==> src/pkg/reader_pkg.sv <==
/*
  Shared constants and carrier types of the reader command and interrupt
  enable register bank.
  Assumes a 32-bit Avalon-MM slave port with byte addresses and a
  single system clock; registers sit at four times their index.
*/
package reader_pkg;

  //////////////////////////////////////////////////////////////////////////
  // bus shape
  localparam int unsigned AVS_ADDR_W = 8;
  localparam int unsigned AVS_DATA_W = 32;
  localparam int unsigned REG_W = 8;
  localparam int unsigned CODE_W = 4;
  localparam int unsigned REQ_N = 7;

  //////////////////////////////////////////////////////////////////////////
  // register indices, byte address is index times four
  localparam logic [5:0] IDX_CMD_POWER = 6'h01;
  localparam logic [5:0] IDX_IRQ_SRC_EN = 6'h02;
  localparam logic [5:0] IDX_IRQ_AUX_EN = 6'h03;
  localparam logic [5:0] IDX_LINK_STATUS = 6'h07;

  //////////////////////////////////////////////////////////////////////////
  // field positions
  localparam int unsigned RCV_OFF_BIT = 5;
  localparam int unsigned POWER_DOWN_BIT = 4;
  localparam int unsigned CODE_LSB = 0;
  localparam int unsigned CMD_RSVD_LSB = 6;
  localparam int unsigned IRQ_INV_BIT = 7;
  localparam int unsigned DRIVE_TYPE_BIT = 7;
  localparam int unsigned IRQ_STATUS_BIT = 4;

  //////////////////////////////////////////////////////////////////////////
  // reset values
  localparam logic RCV_OFF_RST = 1'h1;
  localparam logic POWER_DOWN_RST = 1'h0;
  localparam logic [3:0] CODE_RST = 4'h0;
  localparam logic IRQ_INV_RST = 1'h1;
  localparam logic [6:0] IRQ_EN_RST = 7'h00;
  localparam logic DRIVE_TYPE_RST = 1'h0;

  //////////////////////////////////////////////////////////////////////////
  // carriers
  // request flags in enable-register bit order, tx_done at bit 6
  typedef struct packed {
    logic tx_done_request;
    logic rx_request;
    logic idle_request;
    logic fifo_high_alert_request;
    logic fifo_low_alert_request;
    logic error_request;
    logic timer_request;
  } irq_req_s;

  // open-drain capable pin, enable active low
  typedef struct packed {
    logic level;
    logic oe_n;
  } irq_pin_s;

  // command launch towards the command engine
  typedef struct packed {
    logic start;
    logic [3:0] code;
  } cmd_launch_s;

endpackage : reader_pkg

==> src/hdl/reader_cmd_launch.sv <==
/*
  Command launcher: turns an accepted write of the command field into a
  one-cycle start pulse with the written code.
  Assumes the write strobe is already qualified by the bus slave.
*/
module reader_cmd_launch
  import reader_pkg::*;
(
  input wire logic clk_sys_i,
  input wire logic nrst_i,
  input wire logic wr_stb_i,
  input wire logic [3:0] wr_code_i,
  output reader_pkg::cmd_launch_s cmd_o
);

  cmd_launch_s cmd_r;

  //////////////////////////////////////////////////////////////////////////
  // start pulse and held code
  always_ff @(posedge clk_sys_i or negedge nrst_i)
  begin
    if (!nrst_i)
    begin
      cmd_r.start <= 1'b0;
      cmd_r.code <= CODE_RST;
    end
    else
    begin
      cmd_r.start <= wr_stb_i;
      if (wr_stb_i)
      begin
        cmd_r.code <= wr_code_i;
      end
    end
  end

  assign cmd_o = cmd_r;

  //////////////////////////////////////////////////////////////////////////
  // checks
  property p_start_once;
    @(posedge clk_sys_i) disable iff (!nrst_i)
    cmd_r.start && !$past(wr_stb_i) |-> 1'b0;
  endproperty
  a_start_once: assert property (p_start_once)
    else $error("command start without a command write");

endmodule : reader_cmd_launch

==> src/hdl/reader_irq_pin.sv <==
/*
  Interrupt pin stage: gates request flags with their enables, forms the
  internal interrupt status and drives the pin with the chosen polarity
  and driver type.
  Assumes request flags come from logic on the same clock.
*/
module reader_irq_pin
  import reader_pkg::*;
(
  input wire logic clk_sys_i,
  input wire logic nrst_i,
  input reader_pkg::irq_req_s req_i,
  input wire logic [6:0] enable_i,
  input wire logic invert_i,
  input wire logic push_pull_i,
  output logic status_o,
  output reader_pkg::irq_pin_s pin_o
);

  logic [6:0] gated;
  logic status_r;
  logic level;
  irq_pin_s pin_r;

  //////////////////////////////////////////////////////////////////////////
  // per-source gating
  genvar g;
  generate
    for (g = 0; g < REQ_N; g = g + 1)
    begin : g_gate
      assign gated[g] = req_i[g] & enable_i[g];
    end
  endgenerate

  // status is the or of all allowed requests
  always_ff @(posedge clk_sys_i or negedge nrst_i)
  begin
    if (!nrst_i)
    begin
      status_r <= 1'b0;
    end
    else
    begin
      status_r <= |gated;
    end
  end

  assign level = status_r ^ invert_i;

  // pin driver: open drain only pulls low
  always_ff @(posedge clk_sys_i or negedge nrst_i)
  begin
    if (!nrst_i)
    begin
      pin_r.level <= 1'b0;
      pin_r.oe_n <= 1'b1;
    end
    else if (push_pull_i)
    begin
      pin_r.level <= level;
      pin_r.oe_n <= 1'b0;
    end
    else
    begin
      pin_r.level <= 1'b0;
      pin_r.oe_n <= level;
    end
  end

  assign status_o = status_r;
  assign pin_o = pin_r;

  //////////////////////////////////////////////////////////////////////////
  // checks
  property p_status_or;
    @(posedge clk_sys_i) disable iff (!nrst_i)
    ##1 status_r == $past(|(req_i & enable_i));
  endproperty
  a_status_or: assert property (p_status_or)
    else $error("interrupt status is not the or of allowed requests");

  property p_polarity;
    @(posedge clk_sys_i) disable iff (!nrst_i)
    push_pull_i |=> pin_r.level == $past(status_r ^ invert_i);
  endproperty
  a_polarity: assert property (p_polarity)
    else $error("push-pull pin level has wrong polarity");

  property p_open_drain;
    @(posedge clk_sys_i) disable iff (!nrst_i)
    !push_pull_i |=> !pin_r.level && pin_r.oe_n == $past(level);
  endproperty
  a_open_drain: assert property (p_open_drain)
    else $error("open-drain pin drives high or releases wrongly");

  property p_idle_tristate;
    @(posedge clk_sys_i) disable iff (!nrst_i)
    invert_i && !push_pull_i && !status_r |=> pin_r.oe_n;
  endproperty
  a_idle_tristate: assert property (p_idle_tristate)
    else $error("idle inverted open-drain pin is driven");

  property p_blocked;
    @(posedge clk_sys_i) disable iff (!nrst_i)
    enable_i == 7'h00 [*2] |-> !status_r;
  endproperty
  a_blocked: assert property (p_blocked)
    else $error("status set with every source blocked");

  c_pin_low: cover property (@(posedge clk_sys_i) disable iff (!nrst_i)
    !pin_r.oe_n && !pin_r.level);

endmodule : reader_irq_pin

==> src/hdl/reader_command_irq_enable.sv <==
/*
  Command and interrupt enable register bank of the reader front end,
  with an Avalon-MM slave port (one wait state per access).
  Assumes byte addresses, word-aligned accesses, request flags and the
  running command code from logic on the same clock.
*/
// What this block does
// - command bit 5 turns receiver analog off when 1; resets to 1
// - command bit 4 requests software power-down when 1; resets to 0
// - writing the four-bit command field starts that command; resets 0
// - reading the command field returns the code actually running
// - command bits 7 and 6 read zero and ignore writes
// - enable bit 7 inverts the interrupt pin against the status
// - invert resets to 1 so the open-drain pin starts undriven
// - enable bit 6 lets the transmit-done request reach the pin
// - enable bit 5 lets the receive request reach the pin
// - bits 4..0 gate idle, fifo high, fifo low, error, timer
// - aux enable bit 7 picks open-drain (0) or push-pull (1) pin
module reader_command_irq_enable
  import reader_pkg::*;
(
  input wire logic clk_sys_i,
  input wire logic nrst_i,
  input wire logic [7:0] avs_address_i,
  input wire logic avs_read_i,
  input wire logic avs_write_i,
  input wire logic [31:0] avs_writedata_i,
  input wire logic [3:0] avs_byteenable_i,
  output logic [31:0] avs_readdata_o,
  output logic avs_waitrequest_o,
  input reader_pkg::irq_req_s irq_req_i,
  input wire logic [3:0] exec_code_i,
  output logic receiver_analog_off_o,
  output logic soft_power_down_o,
  output reader_pkg::cmd_launch_s cmd_o,
  output reader_pkg::irq_pin_s reader_irq_pin_o
);
  import reader_pkg::*;

  typedef enum logic {BUS_WAIT, BUS_DONE} bus_state_e;

  // true when a byte address selects the given register index
  function automatic logic hit(input logic [7:0] addr,
                               input logic [5:0] idx);
    hit = (addr[7:2] == idx);
  endfunction : hit

  bus_state_e bus_r;
  logic req;
  logic wr_take;
  logic rd_first;
  logic lane0;
  logic [31:0] readdata_r;
  logic [31:0] readdata_nxt;
  logic receiver_analog_off_r;
  logic soft_power_down_r;
  logic irq_pin_invert_r;
  logic [6:0] irq_en_r;
  logic irq_pin_drive_type_r;
  logic irq_status;
  logic cmd_wr;

  //////////////////////////////////////////////////////////////////////////
  // avalon handshake: every access waits one cycle, then completes
  assign req = avs_read_i | avs_write_i;
  assign avs_waitrequest_o = req && (bus_r == BUS_WAIT);
  assign wr_take = avs_write_i && (bus_r == BUS_DONE);
  assign rd_first = avs_read_i && (bus_r == BUS_WAIT);
  assign lane0 = avs_byteenable_i[0];

  always_ff @(posedge clk_sys_i or negedge nrst_i)
  begin
    if (!nrst_i)
    begin
      bus_r <= BUS_WAIT;
    end
    else
    begin
      case (bus_r)
        BUS_WAIT:
        begin
          if (req)
          begin
            bus_r <= BUS_DONE;
          end
        end
        BUS_DONE:
        begin
          bus_r <= BUS_WAIT;
        end
        default:
        begin
          bus_r <= BUS_WAIT;
        end
      endcase
    end
  end

  //////////////////////////////////////////////////////////////////////////
  // read multiplexer, unmapped addresses read zero
  always_comb
  begin
    readdata_nxt = 32'h0000_0000;
    if (hit(avs_address_i, IDX_CMD_POWER))
    begin
      readdata_nxt[RCV_OFF_BIT] = receiver_analog_off_r;
      readdata_nxt[POWER_DOWN_BIT] = soft_power_down_r;
      readdata_nxt[CODE_LSB +: CODE_W] = exec_code_i;
      readdata_nxt[CMD_RSVD_LSB +: 2] = 2'h0;
    end
    else if (hit(avs_address_i, IDX_IRQ_SRC_EN))
    begin
      readdata_nxt[IRQ_INV_BIT] = irq_pin_invert_r;
      readdata_nxt[REQ_N-1:0] = irq_en_r;
    end
    else if (hit(avs_address_i, IDX_IRQ_AUX_EN))
    begin
      readdata_nxt[DRIVE_TYPE_BIT] = irq_pin_drive_type_r;
    end
    else if (hit(avs_address_i, IDX_LINK_STATUS))
    begin
      readdata_nxt[IRQ_STATUS_BIT] = irq_status;
    end
  end

  // read data captured in the wait cycle, stands at the completing edge
  always_ff @(posedge clk_sys_i or negedge nrst_i)
  begin
    if (!nrst_i)
    begin
      readdata_r <= 32'h0000_0000;
    end
    else if (rd_first)
    begin
      readdata_r <= readdata_nxt;
    end
  end

  assign avs_readdata_o = readdata_r;

  //////////////////////////////////////////////////////////////////////////
  // command and power register
  assign cmd_wr = wr_take && lane0 && hit(avs_address_i, IDX_CMD_POWER);

  always_ff @(posedge clk_sys_i or negedge nrst_i)
  begin
    if (!nrst_i)
    begin
      receiver_analog_off_r <= RCV_OFF_RST;
      soft_power_down_r <= POWER_DOWN_RST;
    end
    else if (cmd_wr)
    begin
      receiver_analog_off_r <= avs_writedata_i[RCV_OFF_BIT];
      soft_power_down_r <= avs_writedata_i[POWER_DOWN_BIT];
    end
  end

  assign receiver_analog_off_o = receiver_analog_off_r;
  assign soft_power_down_o = soft_power_down_r;

  // command start towards the engine
  reader_cmd_launch u_launch (
    .clk_sys_i(clk_sys_i),
    .nrst_i(nrst_i),
    .wr_stb_i(cmd_wr),
    .wr_code_i(avs_writedata_i[CODE_LSB +: CODE_W]),
    .cmd_o(cmd_o)
  );

  //////////////////////////////////////////////////////////////////////////
  // interrupt source enable register
  always_ff @(posedge clk_sys_i or negedge nrst_i)
  begin
    if (!nrst_i)
    begin
      irq_pin_invert_r <= IRQ_INV_RST;
      irq_en_r <= IRQ_EN_RST;
    end
    else if (wr_take && lane0 && hit(avs_address_i, IDX_IRQ_SRC_EN))
    begin
      irq_pin_invert_r <= avs_writedata_i[IRQ_INV_BIT];
      irq_en_r <= avs_writedata_i[REQ_N-1:0];
    end
  end

  // auxiliary enable register, only the driver type is kept
  always_ff @(posedge clk_sys_i or negedge nrst_i)
  begin
    if (!nrst_i)
    begin
      irq_pin_drive_type_r <= DRIVE_TYPE_RST;
    end
    else if (wr_take && lane0 && hit(avs_address_i, IDX_IRQ_AUX_EN))
    begin
      irq_pin_drive_type_r <= avs_writedata_i[DRIVE_TYPE_BIT];
    end
  end

  //////////////////////////////////////////////////////////////////////////
  // interrupt pin
  reader_irq_pin u_pin (
    .clk_sys_i(clk_sys_i),
    .nrst_i(nrst_i),
    .req_i(irq_req_i),
    .enable_i(irq_en_r),
    .invert_i(irq_pin_invert_r),
    .push_pull_i(irq_pin_drive_type_r),
    .status_o(irq_status),
    .pin_o(reader_irq_pin_o)
  );

  //////////////////////////////////////////////////////////////////////////
  // checks
  property p_rcv_off_write;
    @(posedge clk_sys_i) disable iff (!nrst_i)
    cmd_wr |=> receiver_analog_off_o == $past(avs_writedata_i[RCV_OFF_BIT]);
  endproperty
  a_rcv_off_write: assert property (p_rcv_off_write)
    else $error("receiver off bit did not take the written value");

  property p_pd_write;
    @(posedge clk_sys_i) disable iff (!nrst_i)
    cmd_wr |=> soft_power_down_o == $past(avs_writedata_i[POWER_DOWN_BIT]);
  endproperty
  a_pd_write: assert property (p_pd_write)
    else $error("power-down bit did not take the written value");

  property p_pd_hold;
    @(posedge clk_sys_i) disable iff (!nrst_i)
    !cmd_wr |=> $stable(soft_power_down_o) && $stable(receiver_analog_off_o);
  endproperty
  a_pd_hold: assert property (p_pd_hold)
    else $error("power bits changed without a command write");

  property p_cmd_start;
    @(posedge clk_sys_i) disable iff (!nrst_i)
    cmd_wr |=> cmd_o.start
      && cmd_o.code == $past(avs_writedata_i[CODE_LSB +: CODE_W])
      ##1 !cmd_o.start;
  endproperty
  a_cmd_start: assert property (p_cmd_start)
    else $error("command write did not give one start pulse");

  property p_cmd_readback;
    @(posedge clk_sys_i) disable iff (!nrst_i)
    rd_first && hit(avs_address_i, IDX_CMD_POWER)
      |=> avs_readdata_o[CODE_LSB +: CODE_W] == $past(exec_code_i)
      && !avs_waitrequest_o;
  endproperty
  a_cmd_readback: assert property (p_cmd_readback)
    else $error("command field read does not show the running code");

  property p_cmd_reserved;
    @(posedge clk_sys_i) disable iff (!nrst_i)
    rd_first && hit(avs_address_i, IDX_CMD_POWER)
      |=> avs_readdata_o[7:CMD_RSVD_LSB] == 2'h0;
  endproperty
  a_cmd_reserved: assert property (p_cmd_reserved)
    else $error("reserved command bits read nonzero");

  property p_en_write;
    @(posedge clk_sys_i) disable iff (!nrst_i)
    wr_take && lane0 && hit(avs_address_i, IDX_IRQ_SRC_EN)
      |=> irq_en_r == $past(avs_writedata_i[REQ_N-1:0])
      && irq_pin_invert_r == $past(avs_writedata_i[IRQ_INV_BIT]);
  endproperty
  a_en_write: assert property (p_en_write)
    else $error("enable register did not take the written value");

  property p_tx_gate;
    @(posedge clk_sys_i) disable iff (!nrst_i)
    irq_en_r == 7'h40 && irq_req_i.tx_done_request |=> irq_status;
  endproperty
  a_tx_gate: assert property (p_tx_gate)
    else $error("allowed transmit-done request did not reach status");

  property p_rx_gate;
    @(posedge clk_sys_i) disable iff (!nrst_i)
    irq_en_r == 7'h20 && !irq_req_i.rx_request |=> !irq_status;
  endproperty
  a_rx_gate: assert property (p_rx_gate)
    else $error("status set with only receive enabled and no request");

  property p_timer_gate;
    @(posedge clk_sys_i) disable iff (!nrst_i)
    irq_en_r == 7'h01 |=> irq_status == $past(irq_req_i.timer_request);
  endproperty
  a_timer_gate: assert property (p_timer_gate)
    else $error("timer enable does not gate the timer request");

  property p_wait_one;
    @(posedge clk_sys_i) disable iff (!nrst_i)
    $rose(req) && bus_r == BUS_WAIT
      |-> avs_waitrequest_o ##1 !avs_waitrequest_o;
  endproperty
  a_wait_one: assert property (p_wait_one)
    else $error("access did not complete after one wait cycle");

  c_cmd_write: cover property (@(posedge clk_sys_i) disable iff (!nrst_i)
    cmd_wr);
  c_cmd_read: cover property (@(posedge clk_sys_i) disable iff (!nrst_i)
    rd_first && hit(avs_address_i, IDX_CMD_POWER));
  c_push_pull: cover property (@(posedge clk_sys_i) disable iff (!nrst_i)
    irq_pin_drive_type_r && irq_status);

endmodule : reader_command_irq_enable

==> config.mk <==
export PLATFORM = sky130hd
export DESIGN_NAME = reader_command_irq_enable
export DESIGN_NICKNAME = d
export VERILOG_FILES = /design/src/pkg/reader_pkg.sv /design/src/hdl/reader_cmd_launch.sv /design/src/hdl/reader_irq_pin.sv /design/src/hdl/reader_command_irq_enable.sv
export SDC_FILE = /design/constraint.sdc
export NUM_CORES = 1
export LEC_CHECK = 0
export ABC_AREA = 1
export BUFFER_PORTS_ARGS = -buffer_cell sky130_fd_sc_hd__buf_2
export CAP_MARGIN = 20
export CORE_UTILIZATION = 39
export DETAILED_ROUTE_END_ITERATION = 8
export PLACE_DENSITY = 0.75
export SETUP_SLACK_MARGIN = 0.5
export SYNTH_ARGS = -nofsm -noshare
export SYNTH_HDL_FRONTEND = slang
export SYNTH_SLANG_ARGS = --single-unit
==> constraint.sdc <==
create_clock -name clk_sys_i -period 1.2 [get_ports clk_sys_i]
set_input_delay 0.12 -clock clk_sys_i [delete_from_list [all_inputs] [get_ports clk_sys_i]]
set_output_delay 0.12 -clock clk_sys_i [all_outputs]
set_load 0.01 [all_outputs]
# Yosys cells after proc, flatten, opt, wreduce, memory -nomap -nowiden
# Index checks and enable logic that the tools add are counted.
dict set report word_totals {
  register_bits 28
  word_cells 45
}
dict set report classes {
  eq_ne 4
  mux 11
  n_bitwise 10
  reduce_logical 8
}
# operator count
set ops {}
lappend ops {{$eq 6x2->1 const B} 2}
lappend ops {{$mux 8} 1}
lappend ops {{$and 1x1->1} 7}
lappend ops {{$logic_and 1x1->1} 7}
lappend ops {{$reduce_or 7->1} 1}
lappend ops {{$eq 6x1->1 const B} 1}
lappend ops {{$eq 6x3->1 const B} 1}
lappend ops {{$mux 1} 6}
lappend ops {{$mux 2} 2}
lappend ops {{$mux 4} 1}
lappend ops {{$pmux 1 s2} 1}
lappend ops {{$not 1->1} 1}
lappend ops {{$or 1x1->1} 1}
lappend ops {{$xor 1x1->1} 1}

# Longest topological paths before layout
# Gate-level depths: netlist of run 1.
dict set report logic_depth {
  word_depth 5
  depth_mapped 7
  mapped_depth_nobuf 7
}

# Modules after synthesis
# A second synthesis of run 1 with hierarchy kept.
dict set report unflattened {
  hier_cells 186
  hier_area_um2 1502.7
}
# module n_inst cells_each area_per_inst_um2
set modules_own_cells {}
lappend modules_own_cells {reader_command_irq_enable 1 147 1179.9}
lappend modules_own_cells {reader_cmd_launch 1 18 173.9}
lappend modules_own_cells {reader_irq_pin 1 21 148.9}

# Worst setup path after synthesis of run 1
# OpenSTA, ideal clock, no wires.
dict set report synth_path {
  kind {flip-flop to flip-flop}
  start {register bus_r}
  end {register bus_r}
  setup_time_ns 0.162
  t_arrival_ns 0.919
  slack_ns 0.119
  stages_incl_launch_ff 5
  period_less_slack_ns 1.081
  cell_sequence {dfrtp_1 inv_1 nand2_1 clkbuf_1 nand2_1}
}
dict set report synth_between {
  elab_chain_len 2
}
# element line
set synth_rtl {}
lappend synth_rtl {{start, declared} reader_command_irq_enable.sv:48} ;# bus_state_e bus_r;
lappend synth_rtl {{start signal, assigned} reader_command_irq_enable.sv:75} ;# bus_r <= BUS_WAIT;
lappend synth_rtl {{start signal, assigned} reader_command_irq_enable.sv:84} ;# bus_r <= BUS_DONE;
lappend synth_rtl {{start signal, assigned} reader_command_irq_enable.sv:89} ;# bus_r <= BUS_WAIT;
lappend synth_rtl {{$not 1->1} reader_command_irq_enable.sv:79} ;# case (bus_r)
lappend synth_rtl {{$pmux 1 s2 *} reader_command_irq_enable.sv:79}
# Every way passes the cells marked *; elsewhere a longest branch is shown, timed or not.
# A chain may end at the register's enable or synchronous reset.

# Worst setup path in the final report of run 1
dict set report layout_path {
  start {register bus_r}
  end {output avs_waitrequest_o}
}
dict set report layout_between {
  elab_chain_len 2
}
# element line
set layout_rtl {}
lappend layout_rtl {{$not 1->1} reader_command_irq_enable.sv:66} ;# assign avs_waitrequest_o = req && (bus_r == BUS_WAIT);
lappend layout_rtl {{$logic_and 1x1->1} reader_command_irq_enable.sv:66}
lappend layout_rtl {{end, declared} reader_command_irq_enable.sv:30} ;# output logic avs_waitrequest_o,
# Every way passes these cells.

==> results.txt, run 1 <==
The first-pass GRT wire length came out at 5.66 mm. The fraction of power consumed by sequential logic is slightly below 50%. The post-route clock period utilization came out at 93.2%.

The filler cell count is around 350. Entering global routing, the biggest net connects 29 pins. The die area came out at ~0.0042 mm^2. After detailed routing, the total wire length is around 3.4 mm.

The post-synthesis instance total is 180. The layout overhead on the synthesized area is 39.5%. Clock skew on the completed layout was measured at between 0.005 and 0.006 ns. The largest driver fanout on the critical path came out at 2. The cell sitting at the root of the clock tree is a sky130_fd_sc_hd__clkbuf_8. STA classifies the critical path startpoint as a flop. The actual slew at the worst max-slew pin came out at about 0.63 ns. The max-cap check violation count is 0.

The top achievable clock speed is between 800 and 900 MHz. The power density of the placed cells is between 900 and 1000 mW/mm^2. The part of the total power dissipated in combinational logic came out at a little over a fifth.

The mean routed wirelength per cell is approximately 11 um. The destination of the worst register-to-register timing path is u_launch.cmd_o[1]$_DFFE_PN0P_. The fraction of power consumed by the clock network is 28.3%. By startpoint and endpoint, the worst setup path is classified as reg -> out. The iteration-0 DRC count of the detailed router is 58. The count of boundary I/O pins came out at about 100. The number of antenna violations at the first check in global routing came out at 0. For this run, design rule violations remaining after detail routing come to 0. The HPWL reported at the end of detailed placement came out at roughly 2.4 mm. The number of pins with negative max-slew slack in the final report was 0. The min-delay analysis places its worst path in the category in -> async.

The CTS sink count came out at 28. The number of input and output port buffers inserted came out at 47. The synthesized area per cell is approximately 8.5 um^2. In the final timing run, aggregate negative setup slack is 0 ns. Measured against its own limit, the worst slew margin works out to a little under 60%. The worst reg2reg path startpoint is bus_r$_DFF_PN0_. The required time of the critical path is 1.08 ns. The clock latency on the worst-skew pair is approximately 0.28 ns.

The depth of the worst register-to-register path came out at 5. The die span in x is ~65 um. The number of global-route vias before repair is approximately 1.2k. The top cell type by area accounts for between 40 and 50% of the synthesized area. The master of the slowest instance on the critical path is sky130_fd_sc_hd__dfrtp_1. Of all cell types, the one taking the most synthesized area is sky130_fd_sc_hd__dfrtp_1.

The initial standard-cell utilization of the core is between 40 and 50%. The repair_antennas step left the layout with diodes totalling 0. Routability-driven placement finished with a final weighted congestion of around 0.82. Once detail routing completed, the nets flagged for antenna violations numbered 0. Setup repair after global routing could not meet its margin everywhere. The worst slack at placement is ~0.084 ns. The deepest clock path buffer count came out at 2.

The peak supply drop is about 430 uV. Walking the worst path, the cells encountered are inv_2, nand2_2, nand2_4, buf_6. STA classifies the critical path endpoint as an output pin. The total global routing overflow came out at 0. The checks that failed: negative hold slack.

The clock input transition at the sequential cells of the worst setup and hold paths came out at approximately 0.1 ns. The final layout contains between 300 and 400 nets. The slack of the critical path is ~0.081 ns. The number of cell rows came out at 22. The share of post-route cells with drive strength above 1 is about 44%. Leaving out fill and tap cells, the most frequent cells in the layout are sky130_fd_sc_hd__nand2_1, sky130_fd_sc_hd__buf_2, sky130_fd_sc_hd__dfrtp_1. The pre-antenna-repair detailed-routing pass consisted of 4 iterations. The final-layout worst hold slack is -0.153 ns. The synthesized netlist contains 22 unique library cells. The internal power contribution is 0.00150 W. The time the worst path needs with I/O delays and setup came out at between 1 and 1.5 ns. Ranked by total cell area, the synthesized netlist is headed by sky130_fd_sc_hd__dfrtp_1, sky130_fd_sc_hd__nand2_1, sky130_fd_sc_hd__buf_4, sky130_fd_sc_hd__o21ai_0, sky130_fd_sc_hd__dfstp_2.

The number of warnings issued by yosys came out at 0. The register-to-register setup slack is ~0.1 ns. The final-report hold violation count was 25. The number of clock buffers inserted by TritonCTS is 3. The cell class contributing the biggest share of worst-path delay is flip-flops.

The depth of the CTS H-tree is 1. The library cell used most frequently in the layout, excluding fill and tap cells, is sky130_fd_sc_hd__nand2_1. The final setup violation count came out at 0.

For this run, the slowest stage of the critical path takes 0.41 ns. The number of vias per cell after detailed routing is 4.40. The CTS tree is done.

The placeable core area is ~0.0037 mm^2. Net switching is around 28% of the power. The reported net switching power came out at ~0.00058 W. After synthesis, flip-flops and latches occupy a little under half of the total area. The flow ran to the end, but the final reports show violations. The die boundary height came out at about 65 um. The arrival time of data at the critical path endpoint is 1.00 ns. The total number of cells along the worst setup path is 4. The global routing usage summed across all routing layers is 17.8%. The via count of the routed design is 1,341.

The flop and latch count out of synthesis is 28. After synthesis the cells add up to about 0.0015 mm^2. The leakage power came out at between 1 and 1.5 nW. The combined buffer and inverter count along the critical path came out at 2.
worst max path at each step:
stage,start,slack (ns),to
2_1_floorplan,bus_r$_DFF_PN0_,0.23,avs_readdata_o[6]$_DFFE_PN0P_
3_3_place_gp,avs_address_i[6],0.10,irq_pin_invert_r$_DFFE_PN1P_
3_5_place_dp,avs_address_i[3],0.08,irq_pin_invert_r$_DFFE_PN1P_
4_1_cts,bus_r$_DFF_PN0_,0.09,u_launch.cmd_o[3]$_DFFE_PN0P_
5_1_grt,bus_r$_DFF_PN0_,0.01,u_launch.cmd_o[1]$_DFFE_PN0P_
6_report,bus_r$_DFF_PN0_,0.08,avs_waitrequest_o
Yosys cell counts (all sizes together):
cell,n
nand4,7
nor2,13
xnor2,1
nand3b,1
nand3,5
conb,1
o31ai,1
nand2,58
buf,26
o21ai,19
a21oi,2
a221oi,1
clkbuf,1
dfrtp,25
dfstp,3
inv,16
stage by stage:
stage               total power (W)  instances  utilization, %  cell area [um^2]
global route                0.00220        305            57.5              2140
global placement            0.00137        276            47.8              1780
CTS                         0.00204        294            53.8              2000
detailed placement          0.00138        276            47.8              1780
finish                      0.00209        305            57.5              2140
floorplan                   0.00130        203               -              1660
worst register-to-register path, cell delays in order (launching register included):
cell and delay (ns):
sky130_fd_sc_hd__dfrtp_1 0.38, sky130_fd_sc_hd__buf_6 0.12, sky130_fd_sc_hd__nand3_4 0.14, sky130_fd_sc_hd__buf_6 0.18, sky130_fd_sc_hd__o21ai_2 0.12, sky130_fd_sc_hd__nand2_1 0.06
cell type report:
| cell class | count | area, um^2 | area share (%) |
|---|---|---|---|
| Multi-Input combinational cell | 134 | 757 | 35.4 |
| Sequential cell | 28 | 704 | 33.0 |
| Timing Repair Buffer | 75 | 494 | 23.1 |
| Inverter | 16 | 65.1 | 3.05 |
| Tap cell | 48 | 60.1 | 2.81 |
| Clock buffer | 4 | 55.1 | 2.58 |
metal layers:
layer | share of wire (%) | wire length, um | global-route usage (%) | up-vias
met5 | 0 | 0 | 0 | -
met1 | 44 | 1490 | 22.7 | 601
met2 | 48 | 1660 | 29.9 | 52
met3 | 6.4 | 221 | 2.99 | 7
met4 | 1.7 | 57 | 6.67 | 0
li1 | - | - | - | 681
registers in the layout, indices dropped and copies added, names as in the netlist:
register and flops:
avs_readdata_o 8, bus_r 1, irq_en_r 7, irq_pin_drive_type_r 1
irq_pin_invert_r 1, receiver_analog_off_o 1, soft_power_down_o 1, u_launch.cmd_o 5
u_pin.pin_o 2, u_pin.status_o 1
power by group through the flow:
stage	sequential, W	clock (W)	combinational (W)
final	0.00104	0.000591	0.000458
after floorplan	0.00107	0	0.000236
after global routing	0.00104	0.000652	0.000508
after global placement	0.00105	0	0.000321
after CTS	0.00104	0.000599	0.000407
after detailed placement	0.00105	0	0.000326
cell families (layout without fill, tap and decap cells):
| logic type | count (synthesis) | count (layout) | synth area share, % |
|---|---|---|---|
| other cells | 1 | 24 | 0.245 |
| compound gates | 23 | 23 | 8.42 |
| buf+inv | 43 | 95 | 17.4 |
| simple gates | 84 | 86 | 27.4 |
| xor+xnor | 1 | 1 | 0.572 |
| flops | 28 | 28 | 46.0 |
timing repair:
| action | in CTS | in global routing |
|---|---|---|
| cloned | 2 | 0 |
| buffers inserted | 12 | 11 |
| hold endpoints to repair | 25 | 25 |
| pin swaps | 12 | 10 |
| endpoints found under the setup margin | 46 | 46 |
| resized for setup | 15 | 16 |
Note: power is estimated with default switching activity, not from simulation.
==> run 2: changes to the inputs <==
Settings changed: RECOVER_POWER set to 100.
==> results.txt, run 2 (synthesis results as in run 1) <==
The global-route met2 utilization came out at 29.9% (unchanged). The via count of the routed design is 1,349 (was 1,341). The reported net switching power is 0.000575 W (was 0.000584 W). The clock input transition at the sequential cells of the worst setup and hold paths came out at 0.10 ns (about the same). The leakage power was 1.13 nW (was 1.21 nW).

The deepest clock path buffer count is 2 (unchanged). The clock latency on the worst-skew pair is 0.28 ns (about the same). The placeable core area is 0.00372 mm^2 (unchanged). The HPWL reported at the end of detailed placement is 2.36 mm (unchanged). The weighted congestion at the end of routability-driven global placement was 0.824 (unchanged). The CTS tree was done (unchanged). The die span in x is 64.7 um (unchanged). The max-cap check violation count is 0 (unchanged). The initial standard-cell utilization of the core is 41.2% (unchanged). The clock root buffer is sky130_fd_sc_hd__clkbuf_8 (unchanged). The top achievable clock speed was 895 MHz (was 894 MHz). The layout overhead on the synthesized area came out at 34.6% (was 39.5%). The most used routing layer in global routing was met2 (unchanged). Status: finished with violations (unchanged). The share of post-route cells with drive strength above 1 is 35.0% (was 44.4%). The antenna violation net count after detailed routing came to 0 (unchanged). The global routing usage summed across all routing layers is 17.8% (unchanged). RSZ-0062 raised after global routing: true (unchanged). The depth of the CTS H-tree came out at 1 (unchanged).

The master of the slowest instance on the critical path is sky130_fd_sc_hd__dfrtp_1 (unchanged). The part of the total power dissipated in combinational logic came out at 20.7% (was 22.0%). The worst relative slew slack came out at 53.0% (was 58.1%). The launching element type of the critical path was a flop (unchanged). The number of inserted diodes is 0 (unchanged). The met1 track demand over resource came out at 22.7% (unchanged). The number of antenna violations at the first check in global routing came out at 0 (unchanged). The sum of negative setup slack is 0 ns (unchanged). The die boundary height is 64.7 um (unchanged). The required time of the critical path is 1.08 ns (about the same). The internal power contribution is 0.00147 W (was 0.00150 W).

The total global routing overflow was 0 (unchanged). The final-report hold violation count came out at 25 (unchanged). The switching share of power came out at 28.1% (was 28.0%). The number of vias per cell after detailed routing is 4.42 (was 4.40). The post-route clock period utilization came to 93.1% (was 93.2%).

The overall routed net length came out at 3.44 mm (was 3.43 mm). The largest net degree at the start of global routing came out at 29 (unchanged). Critical Path, Cell by Cell: inv_2, nand2_2, nand2_4, buf_6 (unchanged). The routing usage on met3 is 2.99% (unchanged). The CTS sink count is 28 (unchanged). The final-stage net count is 317 (unchanged). The first-pass GRT wire length is 5.66 mm (unchanged).

The number of cell rows came out at 22 (unchanged). The class of the most critical setup path is reg -> out (unchanged). The final setup violation count came out at 0 (unchanged). The number of global-route vias before repair is 1,221 (unchanged).

The fraction of power consumed by sequential logic was 50.5% (was 49.7%). The most common library cell in the layout ignoring fill and taps is sky130_fd_sc_hd__nand2_1 (unchanged). The power density of the placed cells is 992 mW/mm^2 (was 977 mW/mm^2).

The iteration-0 DRC count of the detailed router came to 67 (was 58). The number of detailed-routing iterations run before antenna repair is 4 (unchanged). The number of DRC violations after detailed routing came out at 0 (unchanged). The mean routed wirelength per cell was 11.3 um (was 11.2 um). The peak supply drop came out at 424 uV (was 428 uV). The placed instance count is 276 (unchanged). The final-layout worst hold slack came out at -0.131 ns (was -0.153 ns). The largest driver fanout on the critical path is 2 (unchanged). The time the worst path needs with I/O delays and setup came out at 1.12 ns (about the same). The number of non-filler instances in the completed layout came out at 305 (unchanged). The die area came out at 0.00418 mm^2 (unchanged).

The number of input and output port buffers inserted is 47 (unchanged). The longest individual stage delay on the worst path came to 0.41 ns (about the same). The fraction of power consumed by the clock network was 28.8% (was 28.3%).

Failing checks: negative hold slack (unchanged). The actual slew at the worst max-slew pin came out at 0.705 ns (was 0.628 ns). The number of pins with negative max-slew slack in the final report came out at 0 (unchanged). The flip-flop count of the largest register, all copies and words added came out at 8 (unchanged). The count of boundary I/O pins was 101 (unchanged). The clock skew is 0.00479 ns (was 0.00582 ns). Highest-count cells in the layout ignoring fill and taps: sky130_fd_sc_hd__nand2_1, sky130_fd_sc_hd__buf_2, sky130_fd_sc_hd__dfrtp_1 (unchanged). The type of element capturing the critical path was an output pin (unchanged).

The number of clock buffers inserted by TritonCTS came out at 3 (unchanged). The path type of the worst min-delay path was in -> async (unchanged). The arrival time of data at the critical path endpoint came to 1.00 ns (about the same).
-- run 2: cell types whose count changed in the layout (fill, tap and decap cells not counted), sizes merged --
cell    delta
clkbuf    +18
buf       -18
-- run 2: metrics by stage --
step / utilization (%) / hold slack (ns) / power, W / instance area, um^2 / setup slack [ns]
after floorplan: - / -0.176 / 0.00130 / 1660 / 0.232
after global placement: 47.8 / 0.168 / 0.00137 / 1780 / 0.103
after detailed placement: 47.8 / 0.170 / 0.00138 / 1780 / 0.0837
after CTS: 53.8 / -0.133 / 0.00204 / 2000 / 0.0933
after global routing: 55.5 / -0.0774 / 0.00216 / 2060 / 0.0122
final: 55.5 / -0.131 / 0.00205 / 2060 / 0.0822
-- run 2: critical path, delay by kind of cell, from the launching register on --
family                 cells  cell delay [ns]
buffers and inverters      2             0.18
flip-flops                 1             0.41
AND/OR/NAND/NOR            2             0.13
-- run 2: final timing paths --
check	start	end	slack (ns)	cells after the start
min in group clk_sys_i	avs_writedata_i[4]	soft_power_down_o$_DFFE_PN0P_	0.05	3
setup / recovery	bus_r$_DFF_PN0_	avs_waitrequest_o	0.08	4
setup reg to reg	bus_r$_DFF_PN0_	avs_readdata_o[4]$_DFFE_PN0P_	0.10	6
hold / removal	nrst_i	avs_readdata_o[7]$_DFFE_PN0P_	-0.13	1
hold reg to reg	irq_pin_drive_type_r$_DFFE_PN0P_	u_pin.pin_o[0]$_DFF_PN1_	0.45	1
max in group asynchronous	nrst_i	irq_en_r[2]$_DFFE_PN0P_	0.88	1
-- run 2: area by class of cell --
| class | count | area, um^2 |
|---|---|---|
| sequential | 28 | 704 |
| fill | 364 | 1650 |
| clock buffer | 4 | 55.1 |
| tap | 48 | 60.1 |
| multi-input combinational | 134 | 731 |
| inverter | 16 | 65.1 |
| timing repair buffer | 75 | 447 |
-- run 2: power groups by stage --
stage	Combinational [W]	Sequential, W	Clock (W)
floorplan	0.000236	0.00107	0
global placement	0.000321	0.00105	0
detailed placement	0.000326	0.00105	0
CTS	0.000407	0.00104	0.000599
global route	0.000472	0.00104	0.000652
finish	0.000423	0.00103	0.000589
-- run 2: timing repair --
action	in CTS	in global routing
setup endpoints to repair	46	46
setup buffers	12	11
resized for setup	15	16
gates cloned	2	0
endpoints found under the hold margin	25	25
pin swaps	12	10
-- run 2: routing by layer --
metal	wire [um]	vias up
li1	-	684
met1	1490	602
met2	1680	56
met3	216	7
met4	57	0
met5	0	-
==> run 3: changes to the inputs <==
Clock period 1.2 ns to 1.1 ns, I/O delays scaled along.
==> results.txt, run 3 (synthesis results as in run 1) <==
Status: finished with violations (unchanged). Failing checks: negative hold slack, negative setup slack (was negative hold slack). Of the available clock period, the critical path in the final layout requires 104%. The actual slew at the worst max-slew pin was 0.698 ns (was 0.705 ns). The initial standard-cell utilization of the core is 41.2% (unchanged).

The mean routed wirelength per cell came out at 12.5 um (was 11.3 um). The leakage power came out at 1.18 nW (was 1.13 nW). The cell area after placement is 0.00180 mm^2 (was 0.00178 mm^2). The arrival time of data at the critical path endpoint came out at 1.36 ns (was 1.00 ns). The number of non-filler instances in the completed layout came out at 304 (was 305). The fraction of power consumed by sequential logic came out at 49.1% (was 50.5%). The number of inserted diodes is 0 (unchanged). The number of clock buffers inserted by TritonCTS came to 3 (unchanged).

The number of input and output port buffers inserted is 47 (unchanged). Highest-count cells in the layout ignoring fill and taps: sky130_fd_sc_hd__nand2_1, sky130_fd_sc_hd__buf_2, sky130_fd_sc_hd__dfrtp_1 (unchanged). Static timing analysis puts the maximum clock frequency at between 800 and 900 MHz. The max-cap check violation count was 0 (unchanged). The launching element type of the critical path is a flop (unchanged).

The via count of the routed design came out at 1,383 (was 1,349). The overall routed net length is 3.79 mm (was 3.44 mm). The sum of negative setup slack came out at -0.313 ns (was 0 ns). The reported net switching power is 0.000665 W (was 0.000575 W). The number of antenna violations at the first check in global routing came out at 0 (unchanged). The number of detailed-routing iterations run before antenna repair is 4 (unchanged). The layout overhead on the synthesized area is 42.6% (was 34.6%). The most common library cell in the layout ignoring fill and taps is sky130_fd_sc_hd__nand2_1 (unchanged). The clock skew is 0.00338 ns (was 0.00479 ns).

The time the worst path needs with I/O delays and setup is between 1 and 1.5 ns. The HPWL reported at the end of detailed placement came out at 2.48 mm (was 2.36 mm). The placed instance count came out at 279 (was 276). The switching share of power came out at 28.8% (was 28.1%). The class of the most critical setup path is reg -> reg (was reg -> out). The CTS sink count came to 28 (unchanged). The count of boundary I/O pins is 101 (unchanged). The number of global-route vias before repair was 1,202 (was 1,221). The peak supply drop came out at 439 uV (was 424 uV).

The worst relative slew slack is 53.5% (was 53.0%). The final-report hold violation count came to 25 (unchanged). The final-layout worst hold slack is -0.0557 ns (was -0.131 ns). The number of cell rows came out at 22 (unchanged). The path type of the worst min-delay path is in -> async (unchanged). The clock latency on the worst-skew pair came out at 0.28 ns (about the same).

The share of post-route cells with drive strength above 1 came out at 44.1% (was 35.0%). The fraction of power consumed by the clock network was 27.8% (was 28.8%). The final setup violation count came to 17 (was 0). The part of the total power dissipated in combinational logic is 23.1% (was 20.7%).

The CTS tree is done (unchanged). The placeable core area is 0.00372 mm^2 (unchanged). RSZ-0062 raised after global routing: true (unchanged). The die boundary height came to 64.7 um (unchanged).

The power density of the placed cells came out at 1060 mW/mm^2 (was 992 mW/mm^2). The deepest clock path buffer count is 2 (unchanged). The number of pins with negative max-slew slack in the final report came out at 0 (unchanged). The final-stage net count was 316 (was 317). The internal power contribution is 0.00164 W (was 0.00147 W). The final total power came out at 0.00231 W (was 0.00205 W). The largest driver fanout on the critical path was 8 (was 2). The die area is 0.00418 mm^2 (unchanged). The clock root buffer is sky130_fd_sc_hd__clkbuf_8 (unchanged).

The weighted congestion at the end of routability-driven global placement is 0.794 (was 0.824). The depth of the CTS H-tree is 1 (unchanged). The die span in x came to 64.7 um (unchanged). The iteration-0 DRC count of the detailed router came out at 37 (was 67). The total global routing overflow is 0 (unchanged). The required time of the critical path is 1.32 ns (was 1.08 ns). The number of vias per cell after detailed routing is 4.55 (was 4.42). The global routing usage summed across all routing layers came to 17.8% (about the same). The type of element capturing the critical path is a flop (was output pin).

The antenna violation net count after detailed routing is 0 (unchanged). The number of DRC violations after detailed routing came out at 0 (unchanged). The filler cell count is 362 (was 364). The clock input transition at the sequential cells of the worst setup and hold paths came to 0.09 ns (was 0.10 ns). The register-to-register setup slack is -0.04 ns (was 0.10 ns). The slack of the critical path was -0.0436 ns (was 0.0822 ns). The first-pass GRT wire length came out at 5.62 mm (was 5.66 mm).

The largest net degree at the start of global routing came out at 29 (unchanged). The final design instance area without fill is 0.00218 mm^2 (was 0.00206 mm^2). The flip-flop count of the largest register, all copies and words added was 8 (unchanged).
-- run 3: cell count changes in the layout (fill, tap and decap cells not counted), moves of 2 or more --
cell | previous run | this run
sky130_fd_sc_hd__dfstp_1 | 2 | 0
sky130_fd_sc_hd__o21ai_2 | 4 | 7
sky130_fd_sc_hd__nand2_1 | 52 | 35
sky130_fd_sc_hd__buf_6 | 5 | 8
sky130_fd_sc_hd__nor2_1 | 6 | 4
sky130_fd_sc_hd__dfstp_2 | 1 | 3
sky130_fd_sc_hd__o21ai_0 | 9 | 6
sky130_fd_sc_hd__nand2_2 | 4 | 15
sky130_fd_sc_hd__nand2_4 | 2 | 8
sky130_fd_sc_hd__buf_4 | 23 | 19
-- run 3: power by group through the flow --
stage / combinational, W / clock (W) / sequential [W]
after floorplan: 0.000257 / 0 / 0.00116
after global placement: 0.000357 / 0 / 0.00115
after detailed placement: 0.000367 / 0 / 0.00115
after CTS: 0.000482 / 0.000644 / 0.00113
after global routing: 0.000580 / 0.000682 / 0.00114
final: 0.000533 / 0.000642 / 0.00113
-- run 3: worst max-delay path, cell delays in order (launching register included) --
cell	delay, ns
sky130_fd_sc_hd__dfrtp_1	0.38
sky130_fd_sc_hd__buf_6	0.11
sky130_fd_sc_hd__nand3_4	0.16
sky130_fd_sc_hd__nor2_4	0.28
sky130_fd_sc_hd__nand2_2	0.08
sky130_fd_sc_hd__o21ai_2	0.06
-- run 3: layout make-up --
type	instances	area, um^2	area share (%)
Clock buffer	4	55.1	2.52
Inverter	16	72.6	3.32
Multi-Input combinational cell	133	815	37.3
Sequential cell	28	704	32.2
Tap cell	48	60.1	2.75
Timing Repair Buffer	75	478	21.9
-- run 3: metal layers --
metal | vias up | share of wire, % | global-route usage, % | wire (um)
li1 | 681 | - | - | -
met3 | 7 | 5.7 | 3.35 | 217
met4 | 0 | 1.5 | 7.50 | 56
met2 | 60 | 52 | 30.5 | 1950
met1 | 635 | 41 | 21.6 | 1560
met5 | - | 0 | 0 | 0
-- run 3: path summary, 6_finish.rpt --
path	cells past startpoint	end	start
min	2	u_pin.pin_o[1]$_DFF_PN0_	nrst_i
max	5	irq_en_r[3]$_DFFE_PN0P_	bus_r$_DFF_PN0_
max reg2reg	5	irq_en_r[3]$_DFFE_PN0P_	bus_r$_DFF_PN0_
min reg2reg	1	u_pin.pin_o[0]$_DFF_PN1_	irq_pin_drive_type_r$_DFFE_PN0P_
min in group clk_sys_i	3	u_launch.cmd_o[1]$_DFFE_PN0P_	avs_writedata_i[1]
max in group asynchronous	2	irq_en_r[4]$_DFFE_PN0P_	nrst_i
-- run 3: metrics by stage --
| stage | setup slack, ns | utilization (%) |
|---|---|---|
| finish | -0.0436 | 58.8 |
| global route | -0.121 | 58.8 |
| CTS | -0.0372 | 55.0 |
| detailed placement | 0.00754 | 48.4 |
| global placement | 0.0324 | 48.4 |
| floorplan | 0.132 | - |
-- run 3: repair_timing --
| item | in CTS | in global routing |
|---|---|---|
| cloned | 2 | 0 |
| setup buffers | 10 | 9 |
| pin swaps | 14 | 23 |
| endpoints found under the hold margin | 25 | 25 |
| setup endpoints to repair | 46 | 46 |
| resized for setup | 22 | 38 |
